## config.mk

```make
export PLATFORM = sky130hd
export DESIGN_NAME = dsp_operation_decoder
export DESIGN_NICKNAME = d
export VERILOG_FILES = /design/src/rtl/dsp_op_pkg.sv /design/src/rtl/dsp_mul_core.sv /design/src/rtl/dsp_alu_core.sv /design/src/rtl/dsp_operation_decoder.sv
export SDC_FILE = /design/constraint.sdc
export NUM_CORES = 2
export LEC_CHECK = 0
export BUFFER_PORTS_ARGS = -buffer_cell sky130_fd_sc_hd__buf_2
export CORE_MARGIN = 2
export CORE_UTILIZATION = 40
export CTS_BUF_LIST = sky130_fd_sc_hd__clkbuf_16
export DETAILED_ROUTE_END_ITERATION = 12
export HOLD_SLACK_MARGIN = 0.05
export PLACE_DENSITY_LB_ADDON = 0.05
export SLEW_MARGIN = 20
export SYNTH_ARGS = -nofsm -noshare
export SYNTH_HDL_FRONTEND = slang
export SYNTH_SLANG_ARGS = --single-unit
```

## constraint.sdc

```tcl
create_clock -name i_ref_clk -period 12.89 [get_ports i_ref_clk]
set_clock_uncertainty 0.15 [all_clocks]
set_input_delay 1.289 -clock i_ref_clk [delete_from_list [all_inputs] [get_ports i_ref_clk]]
set_output_delay 1.289 -clock i_ref_clk [all_outputs]
set_load 0.03 [all_outputs]
```

## src/rtl/dsp_op_pkg.sv

```systemverilog
package dsp_op_pkg;
  // datapath widths
  localparam int DATA_W  = 32;
  localparam int HALF_W  = 16;
  localparam int SHAMT_W = 7;
  localparam int NREG    = 8;
  localparam int IDX_W   = 3;
  ////////////////////////////////////////////////////////////////////////////
  // instruction layout
  localparam int          PREFIX_LSB = 26;
  localparam logic [5:0]  OP_PREFIX  = 6'h3E;
  localparam int          BFIELD_W   = 16;
  localparam int          AFIELD_LSB = 16;
  localparam int          DBL_LSB    = 12;   // 4-bit double opcode
  localparam int          OPC_LSB    = 8;    // 8-bit single opcode
  localparam int          SX_LSB     = 6;
  localparam int          SY_LSB     = 4;
  localparam int          DZ_LSB     = 0;
  localparam int          SE_LSB     = 10;
  localparam int          SF_LSB     = 8;
  localparam int          DG_LSB     = 2;
  localparam int          DU_LSB     = 0;
  localparam int          SHAMT_LSB  = 16;   // shift count in the upper word of y
  ////////////////////////////////////////////////////////////////////////////
  // opcodes
  localparam logic [3:0]  DBL_MUL    = 4'h4;
  localparam logic [3:0]  DBL_ADD    = 4'h7;
  localparam logic [3:0]  DBL_SUB    = 4'h6;
  localparam logic [5:0]  OPC_ADD    = 6'h2C;  // upper six bits of single opcode
  localparam logic [5:0]  OPC_SUB    = 6'h28;
  localparam logic [5:0]  OPC_SHA    = 6'h24;
  localparam logic [1:0]  COND_ALW   = 2'h1;
  localparam logic [1:0]  COND_SET   = 2'h2;
  localparam logic [1:0]  COND_CLR   = 2'h3;
  ////////////////////////////////////////////////////////////////////////////
  // register indices and alu operations
  typedef enum logic [2:0] {
    REG_A0 = 3'b000, REG_A1 = 3'b001, REG_M0 = 3'b010, REG_M1 = 3'b011,
    REG_X0 = 3'b100, REG_X1 = 3'b101, REG_Y0 = 3'b110, REG_Y1 = 3'b111
  } dsp_reg_e;
  typedef enum logic [1:0] {
    ALU_ADD = 2'b00, ALU_SUB = 2'b01, ALU_SHA = 2'b10
  } alu_op_e;
  // flag update select codes
  localparam logic [2:0]  FSEL_CARRY = 3'h0;
  localparam logic [2:0]  FSEL_NEG   = 3'h1;
  localparam logic [2:0]  FSEL_ZERO  = 3'h2;
  localparam logic [2:0]  FSEL_OVF   = 3'h3;
  localparam logic [2:0]  FSEL_GT    = 3'h4;
  localparam logic [2:0]  FSEL_GE    = 3'h5;
  ////////////////////////////////////////////////////////////////////////////
  // default operand decode tables, entry i at bits [3i +: 3]
  localparam logic [11:0] SX_MAP_DEF = 12'hB08;  // a0 a1 x0 x1
  localparam logic [11:0] SY_MAP_DEF = 12'hF9A;  // m0 m1 y0 y1
  localparam logic [11:0] DU_MAP_DEF = 12'hD08;  // a0 a1 x0 y0
  localparam logic [11:0] SE_MAP_DEF = 12'hD61;  // a1 x0 x1 y0
  localparam logic [11:0] SF_MAP_DEF = 12'hFA1;  // a1 x0 y0 y1
  localparam logic [11:0] DG_MAP_DEF = 12'h688;  // a0 a1 m0 m1
  // alu_dest table: 4 bits per entry, bit 3 marks a valid code
  localparam logic [63:0] DZ_MAP_DEF = 64'h00000000_FEDCBA98;
  localparam int          DZ_VLD     = 3;

  // two-bit operand field to register index
  function automatic logic [2:0] map2(input logic [11:0] tbl, input logic [1:0] sel);
    map2 = tbl[3*sel +: 3];
  endfunction
  // four-bit destination field to {valid, index}
  function automatic logic [3:0] map4(input logic [63:0] tbl, input logic [3:0] sel);
    map4 = tbl[4*sel +: 4];
  endfunction
endpackage

```

## src/rtl/dsp_mul_core.sv

```systemverilog
`timescale 1ns/100ps
// signed multiply of the upper words of both sources
module dsp_mul_core #(
  parameter int DATA_W = dsp_op_pkg::DATA_W,
  parameter int HALF_W = dsp_op_pkg::HALF_W
) (
  // operands
  input  wire logic [DATA_W-1:0] i_src_first,
  input  wire logic [DATA_W-1:0] i_src_second,
  // product
  output logic      [DATA_W-1:0] o_product
);
  logic signed [HALF_W-1:0]   a_hi;  // upper word of first source
  logic signed [HALF_W-1:0]   b_hi;  // upper word of second source
  logic signed [2*HALF_W-1:0] prod;  // full product

  // product is sign-extended or trimmed into the data width
  always_comb begin
    a_hi      = i_src_first[DATA_W-1 -: HALF_W];
    b_hi      = i_src_second[DATA_W-1 -: HALF_W];
    prod      = a_hi * b_hi;
    o_product = DATA_W'(prod);
  end
endmodule // dsp_mul_core

```

## src/rtl/dsp_alu_core.sv

```systemverilog
`timescale 1ns/100ps
// add, subtract and arithmetic shift with result conditions
module dsp_alu_core #(
  parameter int DATA_W  = dsp_op_pkg::DATA_W,
  parameter int SHAMT_W = dsp_op_pkg::SHAMT_W
) (
  // operation and operands
  input  wire dsp_op_pkg::alu_op_e i_op,
  input  wire logic [DATA_W-1:0]   i_x,
  input  wire logic [DATA_W-1:0]   i_y,
  // result and conditions
  output logic      [DATA_W-1:0]   o_result,
  output logic                     o_carry,
  output logic                     o_neg,
  output logic                     o_zero,
  output logic                     o_ovf
);
  logic        [DATA_W:0]    sum;    // one extra bit keeps carry or borrow
  logic signed [SHAMT_W-1:0] shamt;  // signed shift count
  logic        [SHAMT_W-1:0] mag;    // shift distance

  always_comb begin
    sum      = '0;
    shamt    = SHAMT_W'(i_y >> dsp_op_pkg::SHAMT_LSB);
    mag      = '0;
    o_result = '0;
    o_carry  = 1'b0;
    o_ovf    = 1'b0;
    unique case (i_op)
      dsp_op_pkg::ALU_ADD: begin
        sum      = {1'b0, i_x} + {1'b0, i_y};
        o_result = sum[DATA_W-1:0];
        o_carry  = sum[DATA_W];
        o_ovf    = (i_x[DATA_W-1] == i_y[DATA_W-1]) &&
                   (o_result[DATA_W-1] != i_x[DATA_W-1]);
      end
      dsp_op_pkg::ALU_SUB: begin
        sum      = {1'b0, i_x} - {1'b0, i_y};
        o_result = sum[DATA_W-1:0];
        o_carry  = sum[DATA_W];
        o_ovf    = (i_x[DATA_W-1] != i_y[DATA_W-1]) &&
                   (o_result[DATA_W-1] != i_x[DATA_W-1]);
      end
      dsp_op_pkg::ALU_SHA: begin
        // non-negative count shifts left, negative shifts right with sign fill
        if (!shamt[SHAMT_W-1]) begin
          mag      = shamt;
          o_result = i_x << mag;
        end else begin
          mag      = SHAMT_W'(-shamt);
          o_result = DATA_W'($signed(i_x) >>> mag);
        end
      end
      default: o_result = '0;  // unused code
    endcase
    o_neg  = o_result[DATA_W-1];
    o_zero = (o_result == '0);
  end
endmodule // dsp_alu_core

```

## src/rtl/dsp_operation_decoder.sv

```systemverilog
`timescale 1ns/100ps
// How it works
// - one 32-bit word holds both fields
// - upper field transfer, lower field data operation
// - both fields execute independently in parallel
// - double, conditional and unconditional operation classes
// - alu x, y sources and eight-way destination
// - parallel alu and multiply destination sets
// - first and second multiply source sets
// - unconditional alu and shift update the flag
// - conditional and multiply leave flag alone
// - status select picks which condition is stored
// - multiply-only double op in one cycle
// - add with parallel multiply, updates flag
// - subtract with parallel multiply, one cycle
// - unconditional arithmetic shift updates flag
// - shift if flag set, flag kept
module dsp_operation_decoder #(
  // data width, then the operand decode tables
  parameter int          DATA_W = dsp_op_pkg::DATA_W,
  parameter logic [11:0] SX_MAP = dsp_op_pkg::SX_MAP_DEF,
  parameter logic [11:0] SY_MAP = dsp_op_pkg::SY_MAP_DEF,
  parameter logic [11:0] DU_MAP = dsp_op_pkg::DU_MAP_DEF,
  parameter logic [11:0] SE_MAP = dsp_op_pkg::SE_MAP_DEF,
  parameter logic [11:0] SF_MAP = dsp_op_pkg::SF_MAP_DEF,
  parameter logic [11:0] DG_MAP = dsp_op_pkg::DG_MAP_DEF,
  // alu_dest table holds {valid, index}
  parameter logic [63:0] DZ_MAP = dsp_op_pkg::DZ_MAP_DEF
) (
  // clock and reset
  // one clock domain, synchronous reset
  input  wire logic                  i_ref_clk,
  input  wire logic                  i_rst,

  // instruction from the core pipeline
  // decoded in the cycle it is valid
  input  wire logic                  i_insn_valid,
  input  wire logic [31:0]           i_insn,

  // status word select and transfer-side register load
  // the select is a level, read each cycle
  input  wire logic [2:0]            i_flag_update_select,
  input  wire logic                  i_xfer_we,
  input  wire logic [2:0]            i_xfer_sel,
  input  wire logic [DATA_W-1:0]     i_xfer_data,

  // register read port
  // read data is one edge old
  input  wire logic [2:0]            i_rd_sel,
  output logic      [DATA_W-1:0]     o_rd_data,

  // transfer field handed on, decode status
  // pulses last one cycle, the flag is a level
  output logic                       o_transfer_valid,
  output logic      [15:0]           o_transfer_field,
  output logic                       o_dsp_cond_flag,
  output logic                       o_op_executed,
  output logic                       o_op_illegal
);
  ////////////////////////////////////////////////////////////////////////////
  // declarations
  // eight registers are few enough for flip-flops,
  // and every operand mux reads them all at once
  // each state register pairs with its next value
  logic [DATA_W-1:0]            regs_q [dsp_op_pkg::NREG];  // dsp register file
  logic [DATA_W-1:0]            regs_d [dsp_op_pkg::NREG];
  logic                         flag_q, flag_d;             // dsp_cond_flag
  logic [DATA_W-1:0]            rd_q, rd_d;                 // read port data
  logic                         xv_q, xv_d;                 // transfer valid
  logic [15:0]                  xf_q, xf_d;                 // transfer field
  logic                         ex_q, ex_d;                 // op executed
  logic                         il_q, il_d;                 // op illegal

  // fields of the operation half
  logic [dsp_op_pkg::BFIELD_W-1:0] bf;                      // operation field
  logic                         is_dsp;                     // prefix matches
  logic                         is_dbl;                     // double op class
  logic [3:0]                   dbl_opc;
  logic [5:0]                   sgl_opc;
  logic [1:0]                   cond;

  // register indices from the tables
  logic [2:0]                   sx_idx, sy_idx, du_idx;
  logic [2:0]                   se_idx, sf_idx, dg_idx;
  logic [3:0]                   dz_ent;                     // {valid, index}

  // execution units and their conditions
  dsp_op_pkg::alu_op_e          alu_op;
  logic [DATA_W-1:0]            alu_res, mul_res;
  logic                         c_carry, c_neg, c_zero, c_ovf;
  logic                         cond_new;                   // selected condition
  // cond_new reaches the flag on unconditional ops and double add/subtract only

  ////////////////////////////////////////////////////////////////////////////
  // field split and operand decode
  // one decode serves the whole word, no state here
  // both halves come from the same word, neither alters the other
  // the prefix alone marks a dsp word; the transfer
  // half only travels on to the transfer unit
  // an unlisted double code still drives both units
  always_comb begin
    is_dsp  = (i_insn[31:dsp_op_pkg::PREFIX_LSB] == dsp_op_pkg::OP_PREFIX);
    bf      = i_insn[dsp_op_pkg::BFIELD_W-1:0];
    dbl_opc = bf[dsp_op_pkg::DBL_LSB +: 4];
    sgl_opc = bf[dsp_op_pkg::OPC_LSB+2 +: 6];
    cond    = bf[dsp_op_pkg::OPC_LSB +: 2];
    is_dbl  = (bf[15:14] == 2'b01);

    // operand positions fixed within the lower halfword
    sx_idx  = dsp_op_pkg::map2(SX_MAP, bf[dsp_op_pkg::SX_LSB +: 2]);
    sy_idx  = dsp_op_pkg::map2(SY_MAP, bf[dsp_op_pkg::SY_LSB +: 2]);
    dz_ent  = dsp_op_pkg::map4(DZ_MAP, bf[dsp_op_pkg::DZ_LSB +: 4]);
    du_idx  = dsp_op_pkg::map2(DU_MAP, bf[dsp_op_pkg::DU_LSB +: 2]);
    dg_idx  = dsp_op_pkg::map2(DG_MAP, bf[dsp_op_pkg::DG_LSB +: 2]);
    se_idx  = dsp_op_pkg::map2(SE_MAP, bf[dsp_op_pkg::SE_LSB +: 2]);
    sf_idx  = dsp_op_pkg::map2(SF_MAP, bf[dsp_op_pkg::SF_LSB +: 2]);
  end

  ////////////////////////////////////////////////////////////////////////////
  // alu operation select: double ops compare the four-bit code with DBL_SUB, singles their opcode
  // the alu runs every cycle and its result is dropped
  // when no write follows: no gating on the operand path
  always_comb begin
    // add is the resting choice
    alu_op = dsp_op_pkg::ALU_ADD;
    if (is_dbl) begin
      alu_op = (dbl_opc == dsp_op_pkg::DBL_SUB) ? dsp_op_pkg::ALU_SUB
                                                : dsp_op_pkg::ALU_ADD;
    end else if (sgl_opc == dsp_op_pkg::OPC_SUB) begin
      // single ops pick by their six-bit opcode
      alu_op = dsp_op_pkg::ALU_SUB;
    end else if (sgl_opc == dsp_op_pkg::OPC_SHA) begin
      alu_op = dsp_op_pkg::ALU_SHA;
    end
  end

  // execution units
  // alu and multiplier share the cycle, so a double op finishes in one state
  // operands index the register file directly, so a
  // result written at one edge feeds the next word
  // alu: add, subtract and arithmetic shift
  dsp_alu_core #(
    .DATA_W  (DATA_W),
    .SHAMT_W (dsp_op_pkg::SHAMT_W)
  ) u_alu (
    .i_op     (alu_op),
    .i_x      (regs_q[sx_idx]),
    .i_y      (regs_q[sy_idx]),
    .o_result (alu_res),
    .o_carry  (c_carry),
    .o_neg    (c_neg),
    .o_zero   (c_zero),
    .o_ovf    (c_ovf)
  );

  // multiplier sources use their own tables
  dsp_mul_core #(
    .DATA_W (DATA_W),
    .HALF_W (dsp_op_pkg::HALF_W)
  ) u_mul (
    .i_src_first  (regs_q[se_idx]),
    .i_src_second (regs_q[sf_idx]),
    .o_product    (mul_res)
  );

  ////////////////////////////////////////////////////////////////////////////
  // condition chosen by the status word select
  // gt and ge read sign and overflow together
  // codes 6 and 7 mean nothing, so the flag stays
  always_comb begin
    unique case (i_flag_update_select)
      dsp_op_pkg::FSEL_CARRY: cond_new = c_carry;
      dsp_op_pkg::FSEL_NEG:   cond_new = c_neg;
      dsp_op_pkg::FSEL_ZERO:  cond_new = c_zero;
      dsp_op_pkg::FSEL_OVF:   cond_new = c_ovf;
      dsp_op_pkg::FSEL_GT:    cond_new = !(c_neg ^ c_ovf) && !c_zero;
      dsp_op_pkg::FSEL_GE:    cond_new = !(c_neg ^ c_ovf);
      default:                cond_new = flag_q;  // reserved codes keep the flag
    endcase
  end

  ////////////////////////////////////////////////////////////////////////////
  // next state of register file, flag and status
  // one always_comb here, one always_ff below
  // operation result beats a transfer load to the same register in one cycle
  // order within one cycle:
  //   1. copy the state and clear the pulses
  //   2. apply a strobed transfer load
  //   3. apply the operation, which may overwrite 2
  //   4. take the flag from the selected condition
  // a refused word raises the illegal pulse, not execute; the transfer passes
  // a false condition raises nothing, the transfer passes
  always_comb begin
    regs_d = regs_q;
    flag_d = flag_q;
    ex_d   = 1'b0;
    il_d   = 1'b0;
    xv_d   = i_insn_valid && is_dsp;
    xf_d   = i_insn[dsp_op_pkg::AFIELD_LSB +: 16];
    // read port samples the state before this edge
    rd_d   = regs_q[i_rd_sel];

    // transfer side load runs whatever the operation field does
    if (i_xfer_we) begin
      regs_d[i_xfer_sel] = i_xfer_data;
    end

    // only a valid dsp word reaches the operation decode
    if (i_insn_valid && is_dsp) begin
      if (is_dbl) begin
        unique case (dbl_opc)
          dsp_op_pkg::DBL_MUL: begin
            // multiply alone leaves the flag
            regs_d[dg_idx] = mul_res;
            ex_d           = 1'b1;
          end
          dsp_op_pkg::DBL_ADD, dsp_op_pkg::DBL_SUB: begin
            // same-register clash: multiply written last wins
            // the alu half still updates the flag
            regs_d[du_idx] = alu_res;
            regs_d[dg_idx] = mul_res;
            flag_d         = cond_new;
            ex_d           = 1'b1;
          end
          default: il_d = 1'b1;  // other double codes are not decoded here
        endcase
      end else if ((sgl_opc == dsp_op_pkg::OPC_ADD ||
                    sgl_opc == dsp_op_pkg::OPC_SUB ||
                    sgl_opc == dsp_op_pkg::OPC_SHA) &&
                   cond != 2'b00 && dz_ent[dsp_op_pkg::DZ_VLD]) begin
        unique case (cond)
          dsp_op_pkg::COND_ALW: begin
            // write and flag update together
            regs_d[dz_ent[2:0]] = alu_res;
            flag_d              = cond_new;
            ex_d                = 1'b1;
          end
          dsp_op_pkg::COND_SET: begin
            // false condition acts as no-operation, flag never written
            // so a chain of conditional ops tests one flag
            if (flag_q) begin
              regs_d[dz_ent[2:0]] = alu_res;
              ex_d                = 1'b1;
            end
          end
          dsp_op_pkg::COND_CLR: begin
            // mirror of the flag-set form
            if (!flag_q) begin
              regs_d[dz_ent[2:0]] = alu_res;
              ex_d                = 1'b1;
            end
          end
          default: il_d = 1'b1;
        endcase
      end else begin
        // codes outside this block, such as logical shifts
        il_d = 1'b1;  // unsupported operation field: nothing changes
      end
    end
  end

  ////////////////////////////////////////////////////////////////////////////
  // state registers
  // reset clears registers, flag and every pulse
  always_ff @(posedge i_ref_clk) begin
    if (i_rst) begin
      // clear the whole register file
      for (int i = 0; i < dsp_op_pkg::NREG; i++) begin
        regs_q[i] <= '0;
      end
      flag_q <= 1'b0;
      rd_q   <= '0;
      xv_q   <= 1'b0;
      xf_q   <= '0;
      ex_q   <= 1'b0;
      il_q   <= 1'b0;
    end else begin
      // every next value is taken, no enable
      regs_q <= regs_d;
      flag_q <= flag_d;
      rd_q   <= rd_d;
      xv_q   <= xv_d;
      xf_q   <= xf_d;
      ex_q   <= ex_d;
      il_q   <= il_d;
    end
  end

  // outputs straight from flip-flops
  // no pin is combinational, the core sees clean edges
  // data path
  assign o_rd_data        = rd_q;
  assign o_transfer_valid = xv_q;
  assign o_transfer_field = xf_q;
  // status
  assign o_dsp_cond_flag  = flag_q;
  assign o_op_executed    = ex_q;
  assign o_op_illegal     = il_q;
endmodule // dsp_operation_decoder

```

==> summary.txt <==
RSZ-0062 raised after global routing = false
DR WL/cell = 32.9 um
CTS Buffer Depth = 3
most numerous cell in the Yosys netlist = nor2_1
slowest CP cell = ha_2
grt total ovfl = 0
GPL Wtd Cong = 0.982
global-route usage over all layers = 0.393
Unique masters post-synth = 96
vias in the first global route = 41.7k
top cells by area, synth = dfxtp_1 (15%), fa_1 (13%), mux4_2 (9.2%), mux2i_1 (8.0%), nor2_1 (5.5%)
Synth top area share = 0.147
crit path DAT = 10.35 ns
CTS hold repair buffers = 0
final instance area = 45,300 um2
Cell Area, Placed = 43,900 um2
Worst Tran Pin Value = 1.29 ns
final hold vios = 0
first-pass GRT wire length = 308 mm
Die Span Y = 328 um
nets@finish = 5,639
outcome = completed
Critical Path RT = 13.32 ns
adder-cell share of the synthesized area = 0.171
largest net degree at the start of global routing = 108
Net Count, Synth = 5,778
total CTS buffers = 45
Synth Register Bits = 308
Vias = 44.5k
ys flop type = dfxtp_1
Critical Path Max Stage Delay = 0.76 ns
fin crit share = 0.770
Via-to-Cell Ratio = 6.78
core area = 104,000 um2
worst-skew pair later-pin latency = 0.67 ns
initial antenna violation count = 20
hold-critical path depth = 4
Max Fclk = 101 MHz
Post-CTS Setup Bufs = 0
root buf cell = clkbuf_16
H-Tree Depth = 2
Area Growth Syn to Fin = 8.18%
area leader, netlist = dfxtp_1
R2R cell count = 26
final setup violation count = 0
IO Pins = 129
Detailed Route Iter0 Violations = 6,439
hpwl dp = 152 mm
Mapped Area = 41,900 um2
Synth Area in Compound Gates = 0.236
Hold Crit Class = reg -> reg
max cap viols = 0
WHS = 0.484 ns
pwr/cell area = 71.4 nW/um2
Post-Synth Simple-Gate Area = 0.166
share of cells above drive strength 1 = 0.138
Synth Area in XOR/XNOR = 0.0100
Clock transition at path regs = 0.06 ns
sequential fraction of the synthesis area = 0.147
Final WS setup = 2.96 ns
crit-path max FO = 18
DRT antenna net count = 0
input/output buffers = 128
peak supply drop = 0.000121 V
Rel. slew slack = 0.138
Fin Setup TNS = 0 ns
CP endpoint kind = flop
multiplexer share of the synthesized area = 0.192
Synth top cells by count = nor2_1 (614), nand2_1 (524), a21oi_1 (429), clkbuf_1 (374), inv_1 (360)
Place WS = 2.46 ns
CTS tree = done
total length of routed wires = 216 mm
Num Clock Sinks = 308
Setup CP Type = in -> reg
Die ar. = 107,000 um2
Post-synth EDFFs = 0
Die Width = 328 um
Critical Path Start Type = input port
DRC = 0
Synth Warn # = 0
initial core utilization = 0.404
post-CTS resize count = 0
drt first pass iters = 7
fin crit period = 9.93 ns
Max Slew Vio Count = 0
ys async rst share = 0
Core Rows = 118
syn avg cell area = 7.93 um2
largest family of logic cells by synthesized area = compound AO/OA/AOI/OAI gates
Pleak = 0.0183 uW
cells after synthesis = 5,286
## cell type report
| cell class | instances | area [um2] |
|---|---|---|
| Antenna cell | 10 | 25.0 |
| Clock buffer | 45 | 1130 |
| Clock inverter | 36 | 315 |
| Fill cell | 10600 | 58300 |
| Inverter | 366 | 1370 |
| Multi-Input combinational cell | 4155 | 32900 |
| Sequential cell | 308 | 6170 |
| Tap cell | 1380 | 1730 |
| Timing Repair Buffer | 271 | 1730 |
## worst paths after layout
kind,start,endpoint,slack (ns)
max reg2reg,regs_q[214],regs_q[190],4.20
min reg2reg,regs_q[4],regs_q[4],0.48
max,i_insn[8],regs_q[190],2.96
min,regs_q[4],regs_q[4],0.48
## routing by layer
metal / routed length, um / up-vias / track usage / part of all wire
li1: - / 18800 / - / -
met1: 88400 / 22100 / 0.542 / 0.41
met2: 89700 / 3085 / 0.566 / 0.41
met3: 26500 / 595 / 0.109 / 0.12
met4: 11700 / 16 / 0.189 / 0.054
met5: 105 / - / 0 / 0.00049
## logic make-up (layout without fill, tap and decap cells)
group,count (synthesis),in the layout
simple gates,1584,1584
compound gates,1527,1527
buf+inv,823,718
mux,581,581
fa+ha+maj,415,415
flops,308,308
xor+xnor,48,48
other cells,0,10
## power by group
part	total (uW)	leakage (uW)	internal [uW]	switching, uW
Combinational	959	0.0151	281	677
Clock	1290	0.000730	702	584
Sequential	992	0.00249	972	20.8
## per-stage QoR
| stage | power (uW) | util | std cells |
|---|---|---|---|
| 2_1_floorplan | 1580 | - | 5286 |
| 3_3_place_gp | 1930 | 0.423 | 6479 |
| 3_5_place_dp | 1930 | 0.423 | 6480 |
| 4_1_cts | 3200 | 0.437 | 6561 |
| 5_1_grt | 3310 | 0.437 | 6561 |
| 6_report | 3240 | 0.437 | 6571 |
## worst max-delay path, delay by kind of cell
family	cells	cell delay [ns]
fa+ha+maj	8	3.72
compound gates	10	2.79
mux	3	1.30
buf+inv	7	0.87
simple gates	2	0.35
## state kept, by name, summed over array words and instances (netlist names)
name / flops
o_op_illegal: 1
o_op_executed: 1
regs_q: 256
o_transfer_valid: 1
o_rd_data: 32
o_transfer_field: 16
o_dsp_cond_flag: 1
## layout by cell type, fill, tap and decap left out, types with 12 or more instances in the layout
cell / instances
o21bai_1: 18
nor4_1: 15
o22a_1: 60
fa_1: 264
nor2_1: 599
o22ai_1: 194
nand2b_1: 50
buf_2: 125
mux2_2: 68
buf_4: 144
o21ai_1: 25
a22oi_1: 44
clkbuf_16: 45
ha_1: 150
a31oi_1: 63
nor2b_1: 81
xnor2_1: 36
a21oi_1: 420
o221a_2: 14
a221oi_1: 57
o31ai_1: 26
and3_1: 14
nor3_1: 59
o221ai_1: 41
o21a_1: 36
nand3_1: 79
or3_1: 17
o21ai_0: 251
and2_1: 31
mux2i_1: 333
inv_1: 370
nand2_1: 521
a21o_1: 22
a211oi_1: 69
nand4_1: 12
or2_2: 33
o211ai_1: 32
mux4_2: 170
dfxtp_1: 308
Power figures use the tool's default switching activity.
